### src/s4t_defines.svh
// What this block does
// RQ1: Accept a 16-bit transmit word bus carrying payload and control words.
// RQ2: Sender launches words on both link clock edges; both edges are captured.
// RQ3: Sender holds the control line high for control words, low for payload.
// RQ4: Status clock runs at one quarter of the transmit data clock frequency.
// RQ5: Drive 2-bit status: framing, round-robin FIFO status, then DIP2 check.
// RQ6: A data clock applied after reset must already be stable.
// RQ7: Train capture on the data clock; unstable clocks surface as DIP4 errors. The code clears trained instead and raises no DIP4 error.
// RQ8: DIP4 checked over words since the previous control word, per SPI4-2.
`ifndef S4T_DEFINES_SVH
`define S4T_DEFINES_SVH

// ----------------------------------------------------------------------------
// Word layout
// ----------------------------------------------------------------------------
`define S4T_WORD_W      16
`define S4T_DIP4_MSB    3
`define S4T_DIP4_ONES   4'hf

// ----------------------------------------------------------------------------
// Status bus codes
// ----------------------------------------------------------------------------
`define S4T_STAT_FRAME  2'h3
`define S4T_DIP2_RESET  2'h0

// ----------------------------------------------------------------------------
// Link clock training and status clock divide, counted in reference clock cycles and link edges
// ----------------------------------------------------------------------------
`define S4T_TRAIN_EDGES 16
`define S4T_EDGE_TOL    8'h01
`define S4T_HP_MAX      8'hff
`define S4T_STAT_DIV    2'h3

`endif

### src/s4t_pkg.sv
package s4t_pkg;

    typedef enum logic [1:0] {
        S4T_ST_FRAME,
        S4T_ST_SLOT,
        S4T_ST_DIP
    } s4t_stat_state_t;

    typedef logic [15:0] s4t_word_t;

endpackage

### src/s4t_sink.sv
`timescale 1ns/1ps
`include "s4t_defines.svh"

module s4t_sink
    import s4t_pkg::*;
#(
    parameter int PORTS       = 10,
    parameter int TRAIN_EDGES = `S4T_TRAIN_EDGES
) (
    input  wire logic               ref_clk,
    input  wire logic               rst_n,
    input  wire logic               tx_data_clk,
    input  wire logic [15:0]        tx_data,
    input  wire logic               tx_ctl,
    input  wire logic [2*PORTS-1:0] fifo_status,
    output logic                    tx_stat_clk,
    output logic [1:0]              tx_stat,
    output logic                    word_valid,
    output s4t_word_t               word_data,
    output logic                    word_ctl,
    output logic                    dip4_err,
    output logic                    trained
);

    // ------------------------------------------------------------------------
    // Parameter checks
    // ------------------------------------------------------------------------
    generate
        if (PORTS < 1 || PORTS > 256)
        begin : g_bad_ports
            $error("PORTS must lie between 1 and 256");
        end
        if (TRAIN_EDGES < 2 || TRAIN_EDGES > 255)
        begin : g_bad_train
            $error("TRAIN_EDGES must lie between 2 and 255");
        end
    endgenerate

    // ------------------------------------------------------------------------
    // Pin synchronisers and link clock edge detection
    // ------------------------------------------------------------------------
    logic [17:0] pins_sync;
    logic        lclk;
    logic        lclk_q;
    s4t_word_t   dat_q;
    logic        ctl_q;
    logic [7:0]  hp_cnt;
    logic [7:0]  hp_last;
    logic [7:0]  stable_cnt;

    s4t_sync #(
        .W (18)
    ) u_pin_sync (
        .ref_clk  (ref_clk),
        .rst_n    (rst_n),
        .async_in ({tx_data_clk, tx_ctl, tx_data}),
        .sync_out (pins_sync)
    );

    wire       lnk_edge  = lclk ^ lclk_q;
    wire [7:0] hp_diff   = (hp_cnt > hp_last) ? hp_cnt - hp_last
                                              : hp_last - hp_cnt;
    wire       hp_steady = hp_diff <= `S4T_EDGE_TOL;
    wire       lnk_lost  = hp_cnt == `S4T_HP_MAX;
    wire [7:0] train_top = 8'(TRAIN_EDGES - 1);

    assign lclk = pins_sync[17];

    always_ff @(posedge ref_clk or negedge rst_n)
    begin
        if (!rst_n)
        begin
            lclk_q <= 1'b0;
            dat_q  <= '0;
            ctl_q  <= 1'b0;
        end
        else
        begin
            lclk_q <= lclk;
            dat_q  <= pins_sync[15:0];
            ctl_q  <= pins_sync[16];
        end
    end

    // ------------------------------------------------------------------------
    // Training: a run of evenly spaced link edges declares the clock usable
    // ------------------------------------------------------------------------
    // A clock that wanders drops training at the uneven edge, though the word taken at that edge is still delivered;
    // a clock that stops drops it only once hp_cnt reaches S4T_HP_MAX. No unstable-clock word is ever flagged.
    always_ff @(posedge ref_clk or negedge rst_n)
    begin
        if (!rst_n)
        begin
            hp_cnt     <= 8'h00;
            hp_last    <= 8'h00;
            stable_cnt <= 8'h00;
            trained    <= 1'b0;
        end
        else if (lnk_edge)
        begin
            hp_cnt  <= 8'h01;
            hp_last <= hp_cnt;
            if (!hp_steady)                                       // RQ7
            begin
                stable_cnt <= 8'h00;
                trained    <= 1'b0;
            end
            else if (stable_cnt == train_top)
                trained <= 1'b1;                                  // RQ7
            else
                stable_cnt <= stable_cnt + 8'h01;
        end
        else if (lnk_lost)
        begin
            stable_cnt <= 8'h00;
            trained    <= 1'b0;
        end
        else
            hp_cnt <= hp_cnt + 8'h01;
    end

    // ------------------------------------------------------------------------
    // Double-data-rate word capture and DIP4 check
    // ------------------------------------------------------------------------
    // The word sampled one cycle before an edge was launched by the previous
    // edge and has been stable for half a link period.
    logic [15:0] dip_acc;

    wire        take     = lnk_edge && trained;
    wire [15:0] dip_word = ctl_q ? {dat_q[15:4], `S4T_DIP4_ONES} : dat_q;
    wire [15:0] dip_next = {dip_acc[14:0], dip_acc[15]} ^ dip_word;
    wire [3:0]  dip_fold = dip_next[15:12] ^ dip_next[11:8] ^
                           dip_next[7:4] ^ dip_next[3:0];
    wire        dip_bad  = take && ctl_q &&
                           (dip_fold != dat_q[`S4T_DIP4_MSB:0]);

    always_ff @(posedge ref_clk or negedge rst_n)
    begin
        if (!rst_n)
        begin
            word_valid <= 1'b0;
            word_data  <= '0;
            word_ctl   <= 1'b0;
            dip4_err   <= 1'b0;
            dip_acc    <= 16'h0000;
        end
        else
        begin
            word_valid <= take;                                   // RQ2
            dip4_err   <= dip_bad;                                // RQ8
            if (take)
            begin
                word_data <= dat_q;                               // RQ1
                word_ctl  <= ctl_q;
                dip_acc   <= ctl_q ? 16'h0000 : dip_next;         // RQ8
            end
            else if (!trained)
                dip_acc <= 16'h0000;
        end
    end

    // ------------------------------------------------------------------------
    // Status clock: one toggle every four link edges gives a quarter rate
    // ------------------------------------------------------------------------
    logic [1:0] edge_div;

    wire stat_tick = lnk_edge && edge_div == `S4T_STAT_DIV;
    wire stat_fall = stat_tick && tx_stat_clk;

    always_ff @(posedge ref_clk or negedge rst_n)
    begin
        if (!rst_n)
        begin
            edge_div    <= 2'h0;
            tx_stat_clk <= 1'b0;
        end
        else if (lnk_edge)
        begin
            edge_div <= edge_div + 2'h1;
            if (stat_tick)
                tx_stat_clk <= ~tx_stat_clk;                      // RQ4
        end
    end

    // ------------------------------------------------------------------------
    // Status frame: framing, one slot per port, then DIP2
    // ------------------------------------------------------------------------
    // Slots change on the falling status edge so the far side samples them
    // on the rising edge. Status is snapshotted at framing for a coherent set.
    s4t_stat_state_t    st;
    s4t_stat_state_t    next_st;
    logic [7:0]         slot;
    logic [1:0]         dip2_acc;
    logic [2*PORTS-1:0] snap;

    wire [7:0] slot_top  = 8'(PORTS - 1);
    wire [1:0] slot_val  = snap[2*slot +: 2];
    wire       last_slot = slot == slot_top;

    always_comb
    begin
        next_st = st;
        case (st)
            S4T_ST_FRAME: next_st = S4T_ST_SLOT;
            S4T_ST_SLOT:  next_st = last_slot ? S4T_ST_DIP : S4T_ST_SLOT;
            S4T_ST_DIP:   next_st = S4T_ST_FRAME;
            default:      next_st = S4T_ST_FRAME;
        endcase
    end

    wire [1:0] next_stat = (next_st == S4T_ST_FRAME) ? `S4T_STAT_FRAME
                         : (next_st == S4T_ST_DIP)   ? ~(dip2_acc ^ slot_val)
                         : ((st == S4T_ST_FRAME) ? fifo_status[1:0]
                                                 : snap[2*slot + 2 +: 2]);

    always_ff @(posedge ref_clk or negedge rst_n)
    begin
        if (!rst_n)
        begin
            st       <= S4T_ST_FRAME;
            slot     <= 8'h00;
            dip2_acc <= `S4T_DIP2_RESET;
            snap     <= '0;
            tx_stat  <= `S4T_STAT_FRAME;
        end
        else if (!trained)
        begin
            st       <= S4T_ST_FRAME;
            slot     <= 8'h00;
            dip2_acc <= `S4T_DIP2_RESET;
            tx_stat  <= `S4T_STAT_FRAME;                          // RQ5
        end
        else if (stat_fall)
        begin
            st      <= next_st;
            tx_stat <= next_stat;                                 // RQ5
            if (st == S4T_ST_FRAME)
            begin
                snap     <= fifo_status;
                slot     <= 8'h00;
                dip2_acc <= `S4T_DIP2_RESET;
            end
            else if (st == S4T_ST_SLOT)
            begin
                dip2_acc <= dip2_acc ^ slot_val;
                if (!last_slot)
                    slot <= slot + 8'h01;
            end
        end
    end
endmodule // s4t_sink

### src/s4t_sync.sv
`timescale 1ns/1ps

module s4t_sync #(
    parameter int W = 1
) (
    input  wire logic         ref_clk,
    input  wire logic         rst_n,
    input  wire logic [W-1:0] async_in,
    output logic      [W-1:0] sync_out
);

    logic [W-1:0] meta;

    always_ff @(posedge ref_clk or negedge rst_n)
    begin
        if (!rst_n)
        begin
            meta     <= '0;
            sync_out <= '0;
        end
        else
        begin
            meta     <= async_in;
            sync_out <= meta;
        end
    end

endmodule // s4t_sync

### config.mk
export PLATFORM = sky130hd
export DESIGN_NAME = s4t_sink
export DESIGN_NICKNAME = d
export VERILOG_FILES = /design/src/s4t_pkg.sv /design/src/s4t_sink.sv /design/src/s4t_sync.sv
export VERILOG_INCLUDE_DIRS = /design/src
export SDC_FILE = /design/constraint.sdc
export NUM_CORES = 1
export LEC_CHECK = 0
export ABC_CLOCK_PERIOD_IN_PS = 8800
export BUFFER_PORTS_ARGS = -buffer_cell sky130_fd_sc_hd__buf_2
export CORE_ASPECT_RATIO = 0.5
export CORE_MARGIN = 5
export CORE_UTILIZATION = 50
export CTS_CLUSTER_DIAMETER = 40
export DETAILED_ROUTE_END_ITERATION = 10
export GPL_TIMING_DRIVEN = 0
export PLACE_DENSITY = 0.78
export SLEW_MARGIN = 5
export SYNTH_ARGS = -nofsm -noshare
export SYNTH_HDL_FRONTEND = slang
export SYNTH_HIERARCHICAL = 1
export SYNTH_SLANG_ARGS = --single-unit
### constraint.sdc
create_clock -name ref_clk -period 8.8 [get_ports ref_clk]
set_clock_uncertainty 0.05 [all_clocks]
set_input_delay 0.88 -clock ref_clk [delete_from_list [all_inputs] [get_ports ref_clk]]
set_output_delay 0.88 -clock ref_clk [all_outputs]
set_load 0.005 [all_outputs]
==> reports/qor.yml, run 1 <==
wl_met1_um: 6650
fin_tns_setup_ns: 0
setup_viol: 0
synth_top_family_by_area: "compound AO/OA/AOI/OAI gates"
hold_violations: 0
dieArea_um2: 16100
crit_chain: "inv_1 > ha_1 > inv_1 > fa_1 > xnor2_1 > o211ai_1 > or4_1 > a2111oi_1 > mux2i_1 > buf_6 > a31o_1 > a21oi_2"
vias: 4626
cp.arrival_ns: 3.46
post-cts-setup-buffers: 0
fin_crit_ns: 3.17
slew_violations: 0
min_to: "u_pin_sync/sync_out[4]$_DFF_PN0_"
worstSetupEndpointType: "flip-flop"
clock-sinks: 151
path_buf_inv: 3
highest_layer: "met4"
clockBufferDepth: 2
relSlewSlack_pct: 33.6
io_buffer_count: 62
syn_to_final_growth_pct: 17.2
holdBufCountCts: 0
crit_start: "hp_cnt[0]$_DFFE_PN0P_"
syn_inst: 568
avgRoutedWirePerCell_um: 16.4
clock_tree.root_cell: "clkbuf_16"
clk_latency_ns: 0.41
worst_slack_ns: 5.63
synth_commonest_cells: "dfrtp_1 (149), nand2_1 (45), mux2_2 (40)"
cts_tree: "built"
drt_first_pass_iters: 5
worst_path_max_delay_cell: "dfrtp_1"
cpMostUsedCell: "inv_1"
synth.cell_area_um2: 6760
std_cell_rows: 30
utilization_pct: 59.1
path_clk_slew_ns: 0.06
num_io_pins: 63
antenna_found_initial: 0
instances_no_fill: 839
hp-class: "flip-flop to flip-flop"
critPathTopFamily: "compound AO/OA/AOI/OAI gates"
grt_pass1_vias: 4630
start_util_pct: 50.4
final-seq-area_um2: 3780
hold_ws_ns: 0.292
critPathMaxStageDelay_ns: 0.44
ys.flop_type: "dfrtp_1"
htree_levels: 4
status: "complete, no violations"
layout.nets: 712
place_congestion: 0.853
max_cap_viol_count: 0
ys_warn_count: 6
ys_ff_latch: 151
vdd_drop_max_mv: 0.124
synthesis.nets: 630
worstPathRequired_ns: 9.09
grt_pass1_wl_um: 23200
whs_path_depth: 0
synth.most_common_cell: "dfrtp_1"
dp_hpwl_um: 9510
overflow: 0
r2r_start: "hp_cnt[0]$_DFFE_PN0P_"
worst_pin_slew_ns: 0.987
avgSynthCellArea_um2: 11.9
synthTopCellsByArea: "dfrtp_1 (55%), mux2_2 (6.7%), xnor2_1 (4.8%)"
ys_types: 59
grt_max_degree: 100
grt_usage_pct: 17.9
multiInputGateArea_um2: 2780
synthAdderAreaFrac_pct: 4.30
crit_type: "flip-flop to flip-flop"
seq_area_frac_synth_pct: 56.0
synth_top_area_cell: "dfrtp_1"
fmax_mhz: 316
routed_wl_um: 13800
synth-simple-area-share_pct: 10.1
dp_cells: 807
antennaDiodeCount: 0
ff2ff_setup_slack_ns: 5.63
r2r-end: "stable_cnt[2]$_DFFE_PN0P_"
ctsResizeCount: 0
muxShareOfSynthArea_pct: 10.0
drc: 0
wl_met2_um: 6290
ff2ff_path_depth: 12
synthXorXnorAreaFrac_pct: 6.35
powerDensity_nw_per_um2: 214
preCtsSetupSlack_ns: 5.65
fillCellCount: 1069
synth_edf_count: 0
die_y_um: 92.2
drive_gt1_share_pct: 24.0
rsz0062_at_grt: "false"
synth_compound_area_share_pct: 10.4
path_max_fanout: 10
hold_start: "u_pin_sync/meta[4]$_DFF_PN0_"
synth_top_cell_area_share_pct: 55.2
cp-start-kind: "flip-flop"
viasPerCell: 5.51
synthArstFlopShare_pct: 100
period_share_pct: 36.0
drtIter0Drc: 383
wl_met3_um: 636
numCtsBuffers: 17
ant_nets: 0
die_w_um: 174
core_um2: 13400
power_leakage_nw: 3.67
==> through the flow <==
step	power (mW)	instance area (um^2)
4_1_cts	1.71	7920
2_1_floorplan	0.906	6760
3_3_place_gp	0.965	7290
5_1_grt	1.77	7920
3_5_place_dp	0.976	7320
6_report	1.70	7920
==> area by class of cell <==
class                      instances  share of cell area (%)
tap                              176                    2.78
timing repair buffer              63                    4.34
sequential                       151                    47.7
clock buffer                      19                    5.72
clock inverter                    13                    1.85
multi-input combinational        369                    35.1
inverter                          29                    1.37
buffer                            19                    1.07
==> cell usage in the layout (no fill, tap or decap), types with 19 or more instances in the layout <==
cell type  instances
a21oi_1           30
buf_2             66
inv_1             28
xnor2_1           37
ha_1              20
nor2_1            33
dfrtp_1          149
mux2_2            40
nand2_1           45
o21ai_0           19
==> power breakdown <==
group	leakage (nW)	total, mW	switching (mW)	internal (mW)
registers	1.96	0.747	0.0246	0.723
logic	1.43	0.219	0.123	0.0963
clock network	0.278	0.730	0.295	0.435
==> per-layer routing <==
metal	global-route usage [%]	vias to the layer above
met3	4.20	13
met4	4.48	0
li1	-	2170
met2	27.3	128
met1	25.9	2315
met5	0	-
==> state kept, by name, summed over array words and instances (netlist names) <==
register	flops
snap	20
u_pin_sync/meta	18
u_pin_sync/sync_out	18
dat_q	16
dip_acc	16
word_data	16
hp_cnt	8
hp_last	8
slot	8
stable_cnt	8
dip2_acc	2
edge_div	2
st	2
tx_stat	2
ctl_q	1
dip4_err	1
lclk_q	1
trained	1
tx_stat_clk	1
word_ctl	1
word_valid	1
==> cells by family (layout without fill, tap and decap cells) <==
family,count (synthesis),count (layout)
AO/OA/AOI/OAI,105,105
adder cells (fa/ha/maj),22,22
buffers and inverters,48,143
XOR/XNOR,49,49
AND/OR/NAND/NOR,139,139
flip-flops,151,151
multiplexers,54,54
==> worst max-delay path by stage <==
stage	end	slack, ns	cells past startpoint
5_1_grt	stable_cnt[2]$_DFFE_PN0P_	5.40	12
4_1_cts	stable_cnt[2]$_DFFE_PN0P_	5.61	12
2_1_floorplan	stable_cnt[2]$_DFFE_PN0P_	6.03	12
6_report	stable_cnt[2]$_DFFE_PN0P_	5.63	12
3_5_place_dp	stable_cnt[2]$_DFFE_PN0P_	5.65	12
3_3_place_gp	u_pin_sync/meta[17]$_DFF_PN0_	4.74	1
Note: power is estimated with default switching activity, not from simulation.
==> run 2: changes to the inputs <==
ABC_CLOCK_PERIOD_IN_PS = 2800   (was 8800)
PLACE_DENSITY = 0.81   (was 0.78)
clock period = 2.8 ns   (was 8.8 ns; I/O delays follow)
==> reports/qor.yml, run 2 (synthesized netlist as in run 1, its figures left out) <==
switching_power_mw: 1.49
place_congestion: 0.843
cp.arrival_ns: 3.11
worstPathRequired_ns: 3.09
std_cell_rows: 30
die_y_um: 92.2
antennaDiodeCount: 0
clock_tree.root_cell: "clkbuf_16"
cts_tree: "built"
top_usage_layer: "met2"
instances_no_fill: 868
hold_violations: 0
top_regs: "snap x20, u_pin_sync/meta x18, u_pin_sync/sync_out x18"
ff2ff_path_depth: 12
vias: 4794
grt_usage_pct: 19.8
path_depth: 12
dp_cells: 807
p_int_mw: 4.01
layout.nets: 741
crit_type: "flip-flop to flip-flop"
clock-sinks: 151
powerDensity_nw_per_um2: 659
die_w_um: 174
critPathTopFamily: "compound AO/OA/AOI/OAI gates"
hp-class: "input port to flip-flop"
ant_nets: 0
crit_start: "hp_cnt[0]$_DFFE_PN0P_"
drc: 0
rsz0062_at_grt: "true"
slew_violations: 0
path_clk_slew_ns: 0.07
fin_crit_ns: 2.82
routed_wl_um: 15300
utilization_pct: 62.3
core_um2: 13400
io_buffer_count: 62
clockBufferDepth: 2
largest_register_ffs: 20
worst_slack_ns: -0.0175
worst_pin_slew_ns: 1.01
grt_util_met3_pct: 5.11
period_share_pct: 101
fillCellCount: 958
grt_pass1_vias: 4956
netSwitchingFraction_pct: 27.1
path_buf_inv: 3
hold_ws_ns: 0.0418
overflow: 0
setup_viol: 2
dieArea_um2: 16100
violations: "negative setup slack"
drtIter0Drc: 439
ff2ff_setup_slack_ns: -0.02
power_leakage_nw: 3.83
worstSetupEndpointType: "flip-flop"
clk_latency_ns: 0.42
grt_pass1_wl_um: 25300
dp_hpwl_um: 9500
path_max_fanout: 5
syn_to_final_growth_pct: 23.5
drt_first_pass_iters: 6
r2r_start: "hp_cnt[0]$_DFFE_PN0P_"
drive_gt1_share_pct: 28.0
start_util_pct: 50.4
preCtsSetupSlack_ns: -0.291
use_met2_pct: 32.6
htree_levels: 4
antenna_found_initial: 0
relSlewSlack_pct: 31.9
power_frac_clock_pct: 40.9
critPathMaxStageDelay_ns: 0.46
status: "finished, violations left"
regMostFlops: "snap"
fmax_mhz: 355
layout_common_cells: "dfrtp_1 (147), buf_2 (64), nand2_1 (45)"
viasPerCell: 5.52
num_io_pins: 63
finalPower_mw: 5.50
grt_use_met1_pct: 26.1
grt_max_degree: 84
seqPwrFrac_pct: 42.6
crit_end: "stable_cnt[2]$_DFFE_PN0P_"
max_cap_viol_count: 0
cp-start-kind: "flip-flop"
vdd_drop_max_mv: 0.377
r2r-end: "stable_cnt[2]$_DFFE_PN0P_"
avgRoutedWirePerCell_um: 17.6
share_comb_of_total_power_pct: 16.5
numCtsBuffers: 17
crit_chain: "inv_2 > ha_2 > inv_1 > fa_2 > xnor2_2 > o211ai_1 > or4_4 > a2111oi_4 > mux2i_4 > buf_6 > a31o_1 > a21oi_2"
worst_path_max_delay_cell: "or4_4"
mostFrequentLayoutCell: "dfrtp_1"
-- run 2: stage by stage --
step / cell area (um^2) / TNS, ns
after floorplan: 6760 / 0
after global placement: 7290 / -99.91
after detailed placement: 7320 / -2.03
after CTS: 8240 / 0
after global routing: 8350 / -0.666
final: 8350 / -0.0260
-- run 2: metal layers --
layer | vias up | share of wire, %
met2 | 166 | 49
met4 | 0 | 2.1
met5 | - | 0
met1 | 2387 | 43
li1 | 2212 | -
met3 | 29 | 5.3
-- run 2: power by group through the flow --
stage	Sequential [mW]	Combinational, mW	Clock (mW)
2_1_floorplan	2.36	0.486	0
3_3_place_gp	2.37	0.654	0
3_5_place_dp	2.38	0.678	0
4_1_cts	2.34	0.838	2.27
5_1_grt	2.35	1.00	2.39
6_report	2.34	0.911	2.25
-- run 2: layout make-up --
class | count | area (um^2) | area share [%]
Sequential cell | 151 | 3780 | 45.3
Multi-Input combinational cell | 369 | 2940 | 35.2
Timing Repair Buffer | 93 | 617 | 7.39
Clock buffer | 19 | 433 | 5.19
Tap cell | 176 | 220 | 2.64
Clock inverter | 13 | 145 | 1.74
Inverter | 29 | 109 | 1.30
Buffer | 18 | 100 | 1.20
-- run 2: how the worst min path moves through the flow --
| stage | slack (ns) | cells past startpoint | start | to |
|---|---|---|---|---|
| floorplan | -0.07 | 0 | rst_n | ctl_q$_DFF_PN0_ |
| global placement | 0.28 | 0 | u_pin_sync/meta[8]$_DFF_PN0_ | u_pin_sync/sync_out[8]$_DFF_PN0_ |
| detailed placement | 0.28 | 0 | u_pin_sync/sync_out[14]$_DFF_PN0_ | dat_q[14]$_DFF_PN0_ |
| CTS | 0.03 | 2 | fifo_status[7] | snap[7]$_DFFE_PN0P_ |
| global route | 0.02 | 2 | fifo_status[13] | snap[13]$_DFFE_PN0P_ |
| finish | 0.04 | 2 | fifo_status[13] | snap[13]$_DFFE_PN0P_ |
-- run 2: timing repair --
action / 4_1_cts / 5_1_grt
buffers inserted: 4 / 6
hold endpoints to repair: 100 / 0
setup endpoints to repair: 9 / 32
pin swaps: 6 / 2
gates cloned: 1 / 0
resized for setup: 25 / 14
hold buffers: 19 / 0
==> run 3: changes to the inputs <==
CELL_PAD_IN_SITES_DETAIL_PLACEMENT = 1   (was default)
CELL_PAD_IN_SITES_GLOBAL_PLACEMENT = 2   (was default)
CORE_UTILIZATION = 35   (was 50)
PLACE_DENSITY = 0.82   (was 0.81)
==> reports/qor.yml, run 3 (synthesized netlist as in run 1, its figures left out) <==
cpMostUsedCell: "a21oi_2"
worst_path_max_delay_cell: "or4_4"
power_leakage_nw: 3.86
path_clk_slew_ns: 0.06
antenna_found_initial: 0
fin_tns_setup_ns: -0.0566
status: "finished, violations left"
vdd_drop_max_mv: 0.397
antennaDiodeCount: 0
drtIter0Drc: 204
die_y_um: 108
power_frac_clock_pct: 42.7
syn_to_final_growth_pct: 26.8
dp_hpwl_um: 11300
netSwitchingFraction_pct: 26.4
fin_crit_ns: 2.85
overflow: 0
fillCellCount: 2001
dp_cells: 890
top_regs: "snap x20, u_pin_sync/meta x18, u_pin_sync/sync_out x18"
worst_slack_ns: -0.0470
layout_common_cells: "dfrtp_1 (148), buf_2 (64), nand2_1 (45)"
seqPwrFrac_pct: 40.7
htree_levels: 4
grt_pass1_wl_um: 27500
switching_power_mw: 1.52
violations: "negative setup slack"
utilization_pct: 45.8
drc: 0
worst_pin_slew_ns: 1.01
routed_wl_um: 16600
num_io_pins: 63
instances_no_fill: 951
finalPower_mw: 5.77
clk_latency_ns: 0.42
worstSetupEndpointType: "flip-flop"
hold_ws_ns: 0.0393
worstPathRequired_ns: 3.10
grt_pass1_vias: 5120
mostFrequentLayoutCell: "dfrtp_1"
layout.nets: 742
drt_first_pass_iters: 4
hp-class: "input port to flip-flop"
die_w_um: 207
share_comb_of_total_power_pct: 16.6
io_buffer_count: 62
relSlewSlack_pct: 31.9
crit_type: "flip-flop to flip-flop"
place_congestion: 0.754
vias: 4764
hold_violations: 0
start_util_pct: 36.1
cts_tree: "built"
dieArea_um2: 22400
multiInputGateArea_um2: 2990
clock-sinks: 151
std_cell_rows: 35
p_int_mw: 4.25
path_max_fanout: 8
core_um2: 18700
final-seq-area_um2: 3780
critPathMaxStageDelay_ns: 0.50
cp-start-kind: "flip-flop"
ant_nets: 0
cp.arrival_ns: 3.15
grt_max_degree: 89
largest_register_ffs: 20
viasPerCell: 5.01
period_share_pct: 102
grt_usage_pct: 15.7
rsz0062_at_grt: "true"
crit_chain: "inv_2 > ha_2 > nand4_1 > a21oi_2 > or4_4 > a2111oi_4 > mux2i_4 > buf_6 > a31o_1 > a21oi_2"
slew_violations: 0
max_cap_viol_count: 0
avgRoutedWirePerCell_um: 17.5
drive_gt1_share_pct: 29.3
numCtsBuffers: 17
setup_viol: 2
powerDensity_nw_per_um2: 673
clockBufferDepth: 2
regMostFlops: "snap"
fmax_mhz: 351
clock_tree.root_cell: "clkbuf_16"
## run 3: layer usage
metal	routed length (um)	part of all wire (%)	GRT usage (%)	vias to the layer above
met5	0	0	0	-
met4	226	1.4	4.93	0
met3	470	2.8	3.06	18
met2	8050	48	25.7	64
met1	7870	47	21.2	2466
li1	-	-	-	2216
## run 3: worst paths after layout
path	startpoint	to	slack, ns	cells past startpoint
hold reg to reg	u_pin_sync/meta[6]$_DFF_PN0_	u_pin_sync/sync_out[6]$_DFF_PN0_	0.29	0
max in group asynchronous	rst_n	tx_stat[1]$_DFFE_PN1P_	1.57	3
hold / removal	fifo_status[19]	snap[19]$_DFFE_PN0P_	0.04	2
min in group asynchronous	rst_n	stable_cnt[0]$_DFFE_PN0P_	0.32	2
setup reg to reg	hp_cnt[3]$_DFFE_PN0P_	stable_cnt[2]$_DFFE_PN0P_	-0.05	10
setup / recovery	hp_cnt[3]$_DFFE_PN0P_	stable_cnt[2]$_DFFE_PN0P_	-0.05	10
## run 3: final cells by class
class,count,share of cell area [%]
well taps,259,3.78
flip-flops and latches,151,44.2
clock buffers,20,5.33
multi-input cells,369,34.9
clock inverters,11,2.02
plain buffers,17,1.01
inverters,29,1.27
repair buffers,95,7.55
## run 3: power groups by stage
| stage | clock [mW] | sequential [mW] | combinational, mW |
|---|---|---|---|
| after floorplan | 0 | 2.36 | 0.486 |
| after global placement | 0 | 2.38 | 0.676 |
| after detailed placement | 0 | 2.39 | 0.701 |
| after CTS | 2.52 | 2.35 | 0.906 |
| after global routing | 2.63 | 2.36 | 1.06 |
| final | 2.46 | 2.35 | 0.959 |
## run 3: critical path: cells and delay by family (launching register included)
| kind | cells | cell delay, ns |
|---|---|---|
| AO/OA/AOI/OAI | 4 | 0.78 |
| adder cells (fa/ha/maj) | 1 | 0.36 |
| flip-flops | 1 | 0.45 |
| AND/OR/NAND/NOR | 2 | 0.70 |
| multiplexers | 1 | 0.17 |
| buffers and inverters | 2 | 0.26 |
## run 3: timing repair
| action | in CTS | in global routing |
|---|---|---|
| endpoints found under the hold margin | 81 | 0 |
| pin swaps | 18 | 5 |
| hold buffers | 19 | 0 |
| gates cloned | 1 | 0 |
| endpoints found under the setup margin | 30 | 10 |
| resized for setup | 38 | 18 |
| setup buffers | 8 | 6 |
## run 3: metrics by stage
step	setup slack, ns	instance area [um^2]
2_1_floorplan	0.0329	6760
3_3_place_gp	-0.878	7390
3_5_place_dp	-0.355	7430
4_1_cts	-0.0796	8460
5_1_grt	-0.133	8570
6_report	-0.0470	8570
